--- config.mk ---
export PLATFORM = sky130hd
export DESIGN_NAME = ise_bank
export DESIGN_NICKNAME = d
export VERILOG_FILES = /design/src/rtl/ise_pkg.sv /design/src/rtl/ise_bank.sv /design/src/rtl/ise_sync.sv
export VERILOG_INCLUDE_DIRS = /design/src /design/src/rtl
export SDC_FILE = /design/constraint.sdc
export NUM_CORES = 1
export LEC_CHECK = 0
export BUFFER_PORTS_ARGS = -buffer_cell sky130_fd_sc_hd__buf_2
export CORE_UTILIZATION = 41
export DETAILED_ROUTE_END_ITERATION = 6
export PLACE_DENSITY = 0.64
export SETUP_SLACK_MARGIN = 0.4
export SYNTH_ARGS = -nofsm -noshare
export SYNTH_HDL_FRONTEND = slang
export SYNTH_HIERARCHICAL = 1
export SYNTH_SLANG_ARGS = --single-unit
--- constraint.sdc ---
create_clock -name ref_clk -period 2.4 [get_ports ref_clk]
set_clock_uncertainty 0.05 [all_clocks]
set_input_delay 0.24 -clock ref_clk [delete_from_list [all_inputs] [get_ports ref_clk]]
set_output_delay 0.24 -clock ref_clk [all_outputs]
set_load 0.03 [all_outputs]
--- src/rtl/ise_regs.svh ---
`ifndef ISE_REGS_SVH
`define ISE_REGS_SVH

// Register offsets
`define ISE_EN0_ADDR 12'h01f
`define ISE_EN1_ADDR 12'h020
`define ISE_FULL_ADDR 12'h30c
`define ISE_EMPTY_ADDR 12'h30d

// Enable fields of the first enable register
`define ISE_CONV_LOSS_BIT 5
`define ISE_CONV_LOCK_BIT 4
`define ISE_LINK_LOSS_BIT 3
`define ISE_LINK_LOCK_BIT 2
`define ISE_LANE_ERR_BIT 1

// Enable fields of the second enable register
`define ISE_PAT_B_IMAG_BIT 3
`define ISE_PAT_B_REAL_BIT 2
`define ISE_PAT_A_IMAG_BIT 1
`define ISE_PAT_A_REAL_BIT 0

// Reset values
`define ISE_EN0_RST 8'h00
`define ISE_EN1_RST 4'h0
`define ISE_LANE_RST 8'h00
`define ISE_RDATA_RST 8'h00

`endif

--- src/rtl/ise_pkg.sv ---
package ise_pkg;

  // One bit per interrupt source; pattern index 3..0 = b_imag, b_real, a_imag, a_real
  typedef struct packed {
    logic conv_loss;
    logic conv_lock;
    logic link_loss;
    logic link_lock;
    logic lane_err;
    logic [3:0] pattern;
  } ise_evt_s;

  typedef logic [7:0] ise_byte_t;
  typedef logic [11:0] ise_addr_t;

endpackage

--- src/rtl/ise_bank.sv ---
`timescale 1ns/1ps
`include "ise_regs.svh"

// Operation
// Bit 5 of the first enable register lets a converter PLL lock loss raise an interrupt.
// Bit 4 of the first enable register lets the converter PLL gaining lock raise an interrupt.
// Bit 3 of the first enable register lets a link PLL lock loss raise an interrupt.
// Bit 2 of the first enable register lets the link PLL gaining lock raise an interrupt.
// Any lane FIFO going full or empty is a lane error, reported when bit 1 is set; the code counts it only while link_enable is high.
// A lane error stays until the link is disabled and enabled again; the code clears it as soon as the link is disabled or bit 1 is cleared.
// Per-lane full status reads at 0x30c and per-lane empty status at 0x30d.
// Bit 3 of the second enable register gates pattern errors on pair B imaginary.
// Bit 2 of the second enable register gates pattern errors on pair B real.
// Bits 1 and 0 of the second enable register gate pair A imaginary and real errors.
// A disabled source never raises the request, and all enables reset to zero.
// The request is the OR of every latched event whose enable is set.
module ise_bank (
  // Clock and reset
  input wire logic ref_clk,
  input wire logic rst,
  // Register port
  input wire logic reg_wr,
  input wire logic reg_rd,
  input wire ise_pkg::ise_addr_t reg_addr,
  input wire ise_pkg::ise_byte_t reg_wdata,
  output ise_pkg::ise_byte_t reg_rdata_ff,
  // PLL lock levels, asynchronous
  input wire logic conv_pll_lock_flag,
  input wire logic link_pll_lock_flag,
  // Link and lane state, core clock
  input wire logic link_enable,
  input wire logic [7:0] lane_fifo_full,
  input wire logic [7:0] lane_fifo_empty,
  input wire logic [3:0] pattern_err,
  // Interrupt request
  output logic irq_ff
);

  ise_pkg::ise_byte_t en0_ff;
  ise_pkg::ise_byte_t nxt_en0;
  logic [3:0] en1_ff;
  logic [3:0] nxt_en1;
  ise_pkg::ise_evt_s evt_ff;
  ise_pkg::ise_evt_s nxt_evt;
  ise_pkg::ise_evt_s raw;
  ise_pkg::ise_evt_s mask;
  ise_pkg::ise_evt_s hold;
  logic [7:0] full_ff;
  logic [7:0] nxt_full;
  logic [7:0] empty_ff;
  logic [7:0] nxt_empty;
  logic [1:0] lock_st;
  logic [1:0] lock_prev_ff;
  ise_pkg::ise_byte_t nxt_rdata;
  logic nxt_irq;

  // Enable registers mapped onto the event layout
  function automatic ise_pkg::ise_evt_s ise_mask(input logic [7:0] e0, input logic [3:0] e1);
    ise_pkg::ise_evt_s m;
    m.conv_loss = e0[`ISE_CONV_LOSS_BIT];
    m.conv_lock = e0[`ISE_CONV_LOCK_BIT];
    m.link_loss = e0[`ISE_LINK_LOSS_BIT];
    m.link_lock = e0[`ISE_LINK_LOCK_BIT];
    m.lane_err = e0[`ISE_LANE_ERR_BIT];
    m.pattern[3] = e1[`ISE_PAT_B_IMAG_BIT];
    m.pattern[2] = e1[`ISE_PAT_B_REAL_BIT];
    m.pattern[1] = e1[`ISE_PAT_A_IMAG_BIT];
    m.pattern[0] = e1[`ISE_PAT_A_REAL_BIT];
    return m;
  endfunction

  // Lock flags come from PLLs running on other clocks
  ise_sync u_sync (
    .ref_clk(ref_clk),
    .rst(rst),
    .async_in({link_pll_lock_flag, conv_pll_lock_flag}),
    .level_ff(lock_st)
  );

  always_comb
  begin
    nxt_en0 = en0_ff;
    nxt_en1 = en1_ff;
    if (reg_wr && reg_addr == `ISE_EN0_ADDR)
    begin
      nxt_en0 = reg_wdata;
    end
    if (reg_wr && reg_addr == `ISE_EN1_ADDR)
    begin
      nxt_en1 = reg_wdata[3:0];
    end
  end

  always_comb
  begin
    mask = ise_mask(en0_ff, en1_ff);
    raw.conv_loss = lock_prev_ff[0] & ~lock_st[0];
    raw.conv_lock = ~lock_prev_ff[0] & lock_st[0];
    raw.link_loss = lock_prev_ff[1] & ~lock_st[1];
    raw.link_lock = ~lock_prev_ff[1] & lock_st[1];
    raw.lane_err = link_enable & ((|lane_fifo_full) | (|lane_fifo_empty));
    raw.pattern = pattern_err;
    hold = '1;
    // Lane error drops while the link is down or while its enable bit is clear
    hold.lane_err = link_enable;
    // New events win over the clear; disabled sources never latch
    nxt_evt = (evt_ff & mask & hold) | (raw & mask);
    nxt_irq = |nxt_evt;
  end

  // Sticky per-lane status, cleared by taking the link down
  always_comb
  begin
    nxt_full = link_enable ? (full_ff | lane_fifo_full) : `ISE_LANE_RST;
    nxt_empty = link_enable ? (empty_ff | lane_fifo_empty) : `ISE_LANE_RST;
  end

  // Unmapped reads return zero; upper bits of the second enable read as zero
  always_comb
  begin
    nxt_rdata = reg_rdata_ff;
    if (reg_rd)
    begin
      unique case (reg_addr)
        `ISE_EN0_ADDR: nxt_rdata = en0_ff;
        `ISE_EN1_ADDR: nxt_rdata = {4'h0, en1_ff};
        `ISE_FULL_ADDR: nxt_rdata = full_ff;
        `ISE_EMPTY_ADDR: nxt_rdata = empty_ff;
        default: nxt_rdata = `ISE_RDATA_RST;
      endcase
    end
  end

  always_ff @(posedge ref_clk)
  begin
    if (rst)
    begin
      en0_ff <= `ISE_EN0_RST;
      en1_ff <= `ISE_EN1_RST;
      evt_ff <= '0;
      full_ff <= `ISE_LANE_RST;
      empty_ff <= `ISE_LANE_RST;
      lock_prev_ff <= 2'h0;
      reg_rdata_ff <= `ISE_RDATA_RST;
      irq_ff <= 1'b0;
    end
    else
    begin
      en0_ff <= nxt_en0;
      en1_ff <= nxt_en1;
      evt_ff <= nxt_evt;
      full_ff <= nxt_full;
      empty_ff <= nxt_empty;
      lock_prev_ff <= lock_st;
      reg_rdata_ff <= nxt_rdata;
      irq_ff <= nxt_irq;
    end
  end
endmodule

--- src/rtl/ise_sync.sv ---
`timescale 1ns/1ps

module ise_sync (
  // Clock and reset
  input wire logic ref_clk,
  input wire logic rst,
  // Asynchronous levels
  input wire logic [1:0] async_in,
  // Filtered levels
  output logic [1:0] level_ff
);

  logic [1:0] s1_ff;
  logic [1:0] s2_ff;
  logic [1:0] s3_ff;
  logic [1:0] nxt_level;

  // A change counts only once the second and third stages agree
  always_comb
  begin
    for (int i = 0; i < 2; i++)
    begin
      nxt_level[i] = (s2_ff[i] == s3_ff[i]) ? s3_ff[i] : level_ff[i];
    end
  end

  always_ff @(posedge ref_clk)
  begin
    if (rst)
    begin
      s1_ff <= 2'h0;
      s2_ff <= 2'h0;
      s3_ff <= 2'h0;
      level_ff <= 2'h0;
    end
    else
    begin
      s1_ff <= async_in;
      s2_ff <= s1_ff;
      s3_ff <= s2_ff;
      level_ff <= nxt_level;
    end
  end

endmodule

==> flow_metrics.py, run 1 <==
metrics = {
    "clock_network": {
        "post_cts_buffers": 0,
        "cts_buffers": 5,
        "cts-resized-gates": 0,
        "hold_buffers": 0,
        "cts_tree": "done",
        "h-tree-depth": 2,
        "clk_pin_slew_ns": 0.10,
        "cts-root-buf": "clkbuf_8",
        "insertion_delay_ns": 0.31,
        "clockBufferDepth": 2,
        "clock-sinks": 56,
    },
    "critical_path": {
        "worstSetupPathType": "input port to register",
        "critPathCaptureType": "register",
        "worst_r2r_path_depth": 4,
        "crit_path_start_kind": "input port",
        "slowest_stage": "or4_4",
        "r2r-end": "irq_ff",
        "reg2reg_slack_ns": 1.00,
        "critPathRequiredTime_ns": 2.60,
        "critPathMaxFanout": 9,
        "slowest_delay_ns": 0.57,
        "crit_arrival_ns": 1.92,
        "rr_startpoint": "evt_ff[0]",
        "crit_chain": "buf_2 > or4_4 > nor4_4 > o41ai_2 > o21ai_0",
    },
    "route": {
        "initialDrtViolationCount": 122,
        "wl_per_cell_um": 13.1,
        "drc": 0,
        "ant_nets": 0,
        "vias": 1720,
        "viasPerCell": 4.94,
        "drt_wl_total_um": 4570,
        "first_pass_iters": 4,
    },
    "timing": {
        "min_period_ns": 1.72,
        "finalMaxSlewViolations": 0,
        "slew-limit-headroom_pct": 57.9,
        "tns_ns": 0,
        "hold_viol_final": 0,
        "fmax_mhz": 580,
        "rsz0062_at_grt": "no",
        "setup_viol": 0,
        "post-route-period-util_pct": 71.9,
        "worst_pin_slew_ns": 0.624,
        "worst_slack_ns": 0.675,
    },
    "synth": {
        "synth_cell_types": 30,
        "syn_area_per_cell_um2": 9.22,
        "syn_area_mm2": 0.00204,
        "synth_cells": 221,
        "synth_fp_nets": 268,
        "ys_ff_latch": 56,
        "synth_top_family_by_area": "simple AND/OR/NAND/NOR gates",
        "yosysSeqAreaShare_pct": 55.0,
        "synthSimpleGateAreaFrac_pct": 28.6,
        "synth_compound_area_share_pct": 14.5,
        "synth_fa_ha_area_share_pct": 0,
        "synth.mux.area_fraction_pct": 0,
        "synth_xor_area_share_pct": 0,
        "ys_warn_count": 6,
    },
    "floorplanning": {
        "core_area_mm2": 0.00475,
        "die_h_um": 72.5,
        "dieWidth_um": 72.5,
        "ios": 56,
        "design.die.area_mm2": 0.00525,
        "rows": 25,
        "start_util_pct": 42.8,
    },
    "grt": {
        "track_usage_pct": 19.0,
        "grt_overflow": 0,
        "first_global_vias": 1531,
        "antenna_found_initial": 0,
        "grt_start_max_net_pins": 23,
        "grt_pass1_wl_um": 7400,
    },
    "hold_path": {
        "hp-class": "input port to register",
        "hold_depth": 3,
        "min-delay-start": "lane_fifo_full[5]",
        "hold_end": "full_ff[5]",
    },
    "placement": {
        "globalplace.congestion": 0.749,
        "dpl_worst_slack_ns": 0.353,
        "portBuffers": 55,
        "dp_hpwl_um": 3480,
        "placed_cell_area_mm2": 0.00239,
    },
    "run_status": {
        "status": "complete, no violations",
    },
    "final_layout": {
        "antenna_cells": 0,
        "final_area_mm2": 0.00249,
        "utilization_pct": 52.3,
        "drive_gt1_share_pct": 26.7,
        "area_growth_pct": 22.1,
        "fin_nets": 327,
    },
    "pwr": {
        "power.leakage_nw": 0.983,
        "peakVddDrop_v": 0.000320,
        "power.density_mw_per_mm2": 635,
    },
    "job": {
        "maxCapViolCount": 0,
    },
}
[cells in the mapped netlist (all sizes together)]
master   count  share of area, %
a21oi       15               3.7
a221oi       4               1.7
a222oi       4               2.0
a22o         4               1.7
a41oi        1              0.43
and4         1              0.43
buf          1              0.55
clkbuf       6               1.1
dfxtp       56                55
inv          1              0.18
nand2       25               4.6
nand2b       1              0.31
nand3       12               2.9
nand3b       1              0.37
nand4        1              0.31
nand4bb      1              0.55
nor2        43               7.9
nor2b       10               3.2
nor3         1              0.49
nor3b        2              0.74
nor4         7               4.4
o21ai       17               4.2
o41ai        1              0.80
or3          2              0.61
or3b         2              0.86
or4          2              0.92
[kinds of logic after synthesis]
kind of cell / after synthesis
AND/OR/NAND/NOR: 111
AO/OA/AOI/OAI: 46
flip-flops: 56
buffers and inverters: 8
[sequential cells by signal, indices dropped and copies added, names as in the netlist]
signal           cells
lock_prev_ff         2
u_sync/s1_ff         2
reg_rdata_ff         8
u_sync/s3_ff         2
en0_ff               8
irq_ff               1
u_sync/level_ff      2
empty_ff             8
full_ff              8
u_sync/s2_ff         2
en1_ff               4
evt_ff               9
[how the worst max path moves through the flow]
stage	startpoint	slack, ns	endpoint	cells after the start
global route	reg_addr[1]	0.53	reg_rdata_ff[3]	5
detailed placement	reg_addr[8]	0.35	reg_rdata_ff[4]	6
CTS	reg_addr[8]	0.68	reg_rdata_ff[4]	6
finish	reg_addr[1]	0.68	reg_rdata_ff[4]	5
floorplan	reg_addr[8]	0.47	en0_ff[0]	5
global placement	reg_addr[1]	0.40	reg_rdata_ff[1]	5
[cell usage in the layout (no fill, tap or decap), types with 3 or more instances in the layout]
cell       n
dfxtp_1   56
buf_2     55
nor2_1    43
nand2_1   25
a21oi_1   15
o21ai_0   13
nand3_1   12
nor2b_1    9
clkbuf_8   6
a222oi_1   4
o21ai_1    4
a22o_1     4
a221oi_1   4
nor4_1     4
buf_4      4
nor4_4     3
[per-stage QoR]
stage,hold WS [ns],std cells,total power [mW]
4_1_cts,0.0878,348,1.59
3_5_place_dp,0.378,340,1.07
6_report,0.0938,348,1.58
3_3_place_gp,0.368,340,1.07
5_1_grt,0.0854,348,1.66
2_1_floorplan,0.256,221,1.01
[critical path, delay by kind of cell]
kind	cells	cell delay [ns]
buffers and inverters	1	0.11
AO/OA/AOI/OAI	2	0.44
AND/OR/NAND/NOR	2	1.13
[layout make-up]
type,instances,area (um^2)
inverter,1,3.75
clock inverter,1,7.51
multi-input combinational,157,878
timing repair buffer,59,305
sequential,56,1120
tap,67,83.8
fill,458,2270
clock buffer,7,86.3
[per-layer routing]
layer	track usage [%]	part of all wire [%]	up-vias
met5	0	0	-
met4	8.50	1.9	0
met3	4.31	5.3	6
met2	29.4	47	51
met1	25.3	46	766
li1	-	-	897
[report_power, final]
part / switching (mW) / internal, mW
registers: 0.0105 / 0.946
clock network: 0.293 / 0.235
logic: 0.0514 / 0.0443
total: 0.354 / 1.23
Power figures use the tool's default switching activity.
==> inputs of run 2 (changes only) <==
Clock period 2.4 ns to 1.71 ns, I/O delays scaled along.
==> flow_metrics.py, run 2 (synthesis results as in run 1) <==
metrics = {
    "clock_network": {
        "clock-sinks": 56,
        "cts-root-buf": "clkbuf_8",
        "cts_tree": "done",
        "cts_buffers": 5,
        "insertion_delay_ns": 0.30,
        "clockBufferDepth": 2,
        "hold_buffers": 0,
        "h-tree-depth": 2,
        "clk_pin_slew_ns": 0.09,
    },
    "critical_path": {
        "slowest_delay_ns": 0.57,
        "crit_arrival_ns": 1.68,
        "reg2reg_slack_ns": 0.44,
        "crit_cells": 7,
        "worstSetupPathType": "input port to register",
        "critPathMaxFanout": 8,
        "critPathCaptureType": "register",
        "rr_startpoint": "evt_ff[1]",
        "crit_chain": "buf_6 > or4_4 > nor4_4 > buf_4 > buf_8 > nand3_2 > a21oi_1",
        "crit_buf_inv": 3,
        "worst_r2r_path_depth": 4,
        "critPathTopFamily": "simple AND/OR/NAND/NOR gates",
        "critPathRequiredTime_ns": 1.90,
        "crit_path_start_kind": "input port",
        "r2r-end": "irq_ff",
        "slowest_stage": "or4_4",
    },
    "grt": {
        "grt_pass1_wl_um": 7700,
        "first_global_vias": 1714,
        "track_usage_pct": 19.6,
        "antenna_found_initial": 0,
        "grt_start_max_net_pins": 19,
        "grt_overflow": 0,
    },
    "final_layout": {
        "drive_gt1_share_pct": 40.7,
        "instances_no_fill": 362,
        "antenna_cells": 0,
        "regArea_mm2": 0.00112,
        "area_growth_pct": 37.3,
        "largest_reg_flops": 9,
        "top_register": "evt_ff",
        "multi_input_area_mm2": 0.00104,
        "fillCellCount": 450,
        "mostFrequentLayoutCell": "dfxtp_1",
        "layout_common_cells": "dfxtp_1, buf_2, nor2_1",
        "fin_nets": 341,
    },
    "floorplanning": {
        "start_util_pct": 42.8,
        "rows": 25,
        "ios": 56,
        "design.die.area_mm2": 0.00525,
        "core_area_mm2": 0.00475,
        "dieWidth_um": 72.5,
        "die_h_um": 72.5,
    },
    "job": {
        "maxCapViolCount": 0,
    },
    "timing": {
        "tns_ns": 0,
        "setup_viol": 0,
        "slew-limit-headroom_pct": 65.7,
        "fmax_mhz": 671,
        "min_period_ns": 1.49,
        "post-route-period-util_pct": 87.2,
        "worst_pin_slew_ns": 0.512,
        "finalMaxSlewViolations": 0,
        "rsz0062_at_grt": "yes",
        "hold_viol_final": 0,
    },
    "route": {
        "drt_wl_total_um": 5080,
        "first_pass_iters": 4,
        "vias": 1849,
        "initialDrtViolationCount": 137,
        "viasPerCell": 5.11,
        "wl_per_cell_um": 14.0,
        "drc": 0,
        "ant_nets": 0,
    },
    "hold_path": {
        "hp-class": "input port to register",
        "hold_depth": 2,
        "hold_end": "u_sync/s1_ff[1]",
        "min-delay-start": "link_pll_lock_flag",
    },
    "pwr": {
        "power.density_mw_per_mm2": 788,
        "power.leakage_nw": 1.10,
        "total_power_mw": 2.20,
        "peakVddDrop_v": 0.000457,
    },
    "placement": {
        "portBuffers": 55,
        "dp_hpwl_um": 3730,
        "dp.cells": 351,
        "globalplace.congestion": 0.776,
    },
    "run_status": {
        "status": "complete, no violations",
    },
}
run 2: cell count changes in the layout (fill, tap and decap cells not counted), sizes merged:
cell / delta
buf: +14
clkbuf: -1
clkinv: +1
run 2: timing repair:
item                       4_1_cts  5_1_grt
pin swaps                       15       26
resized for setup               26       28
setup buffers                    0        3
setup endpoints to repair       21       21
cloned                           0        0
run 2: report_power, final:
| group | switching, mW | internal, mW |
|---|---|---|
| sequential | 0.0152 | 1.33 |
| combinational | 0.0884 | 0.0742 |
| clock | 0.406 | 0.292 |
| total | 0.510 | 1.69 |
run 2: worst max path at each step:
stage | start | endpoint | slack, ns
finish | reg_addr[10] | en0_ff[3] | 0.22
global route | reg_addr[10] | en0_ff[3] | 0.19
CTS | reg_addr[6] | reg_rdata_ff[0] | 0.27
detailed placement | reg_addr[8] | reg_rdata_ff[0] | -0.14
global placement | reg_addr[1] | reg_rdata_ff[0] | -0.07
floorplan | reg_addr[8] | reg_rdata_ff[0] | -0.02
run 2: cell type report:
class                   instances  area share (%)
clock buffers                   6            2.60
inverters                       1           0.134
well taps                      67            3.00
multi-input cells             157            37.1
repair buffers                 73            16.3
clock inverters                 2           0.582
flip-flops and latches         56            40.2
run 2: routing by layer:
metal	share of wire, %	routed length (um)	GRT usage (%)
met1	44	2240	23.4
met2	50	2530	34.8
met3	5.0	256	4.86
met4	1.1	57	5.88
met5	0	0	0
run 2: stage by stage:
stage | utilization [%] | hold WS (ns) | cell area, um^2 | worst slack [ns]
2_1_floorplan | - | 0.187 | 2040 | -0.0201
3_3_place_gp | 52.4 | 0.331 | 2490 | -0.0664
3_5_place_dp | 52.4 | 0.343 | 2490 | -0.143
4_1_cts | 56.0 | 0.0182 | 2660 | 0.269
5_1_grt | 58.8 | 0.00912 | 2800 | 0.188
6_report | 58.8 | 0.0244 | 2800 | 0.219
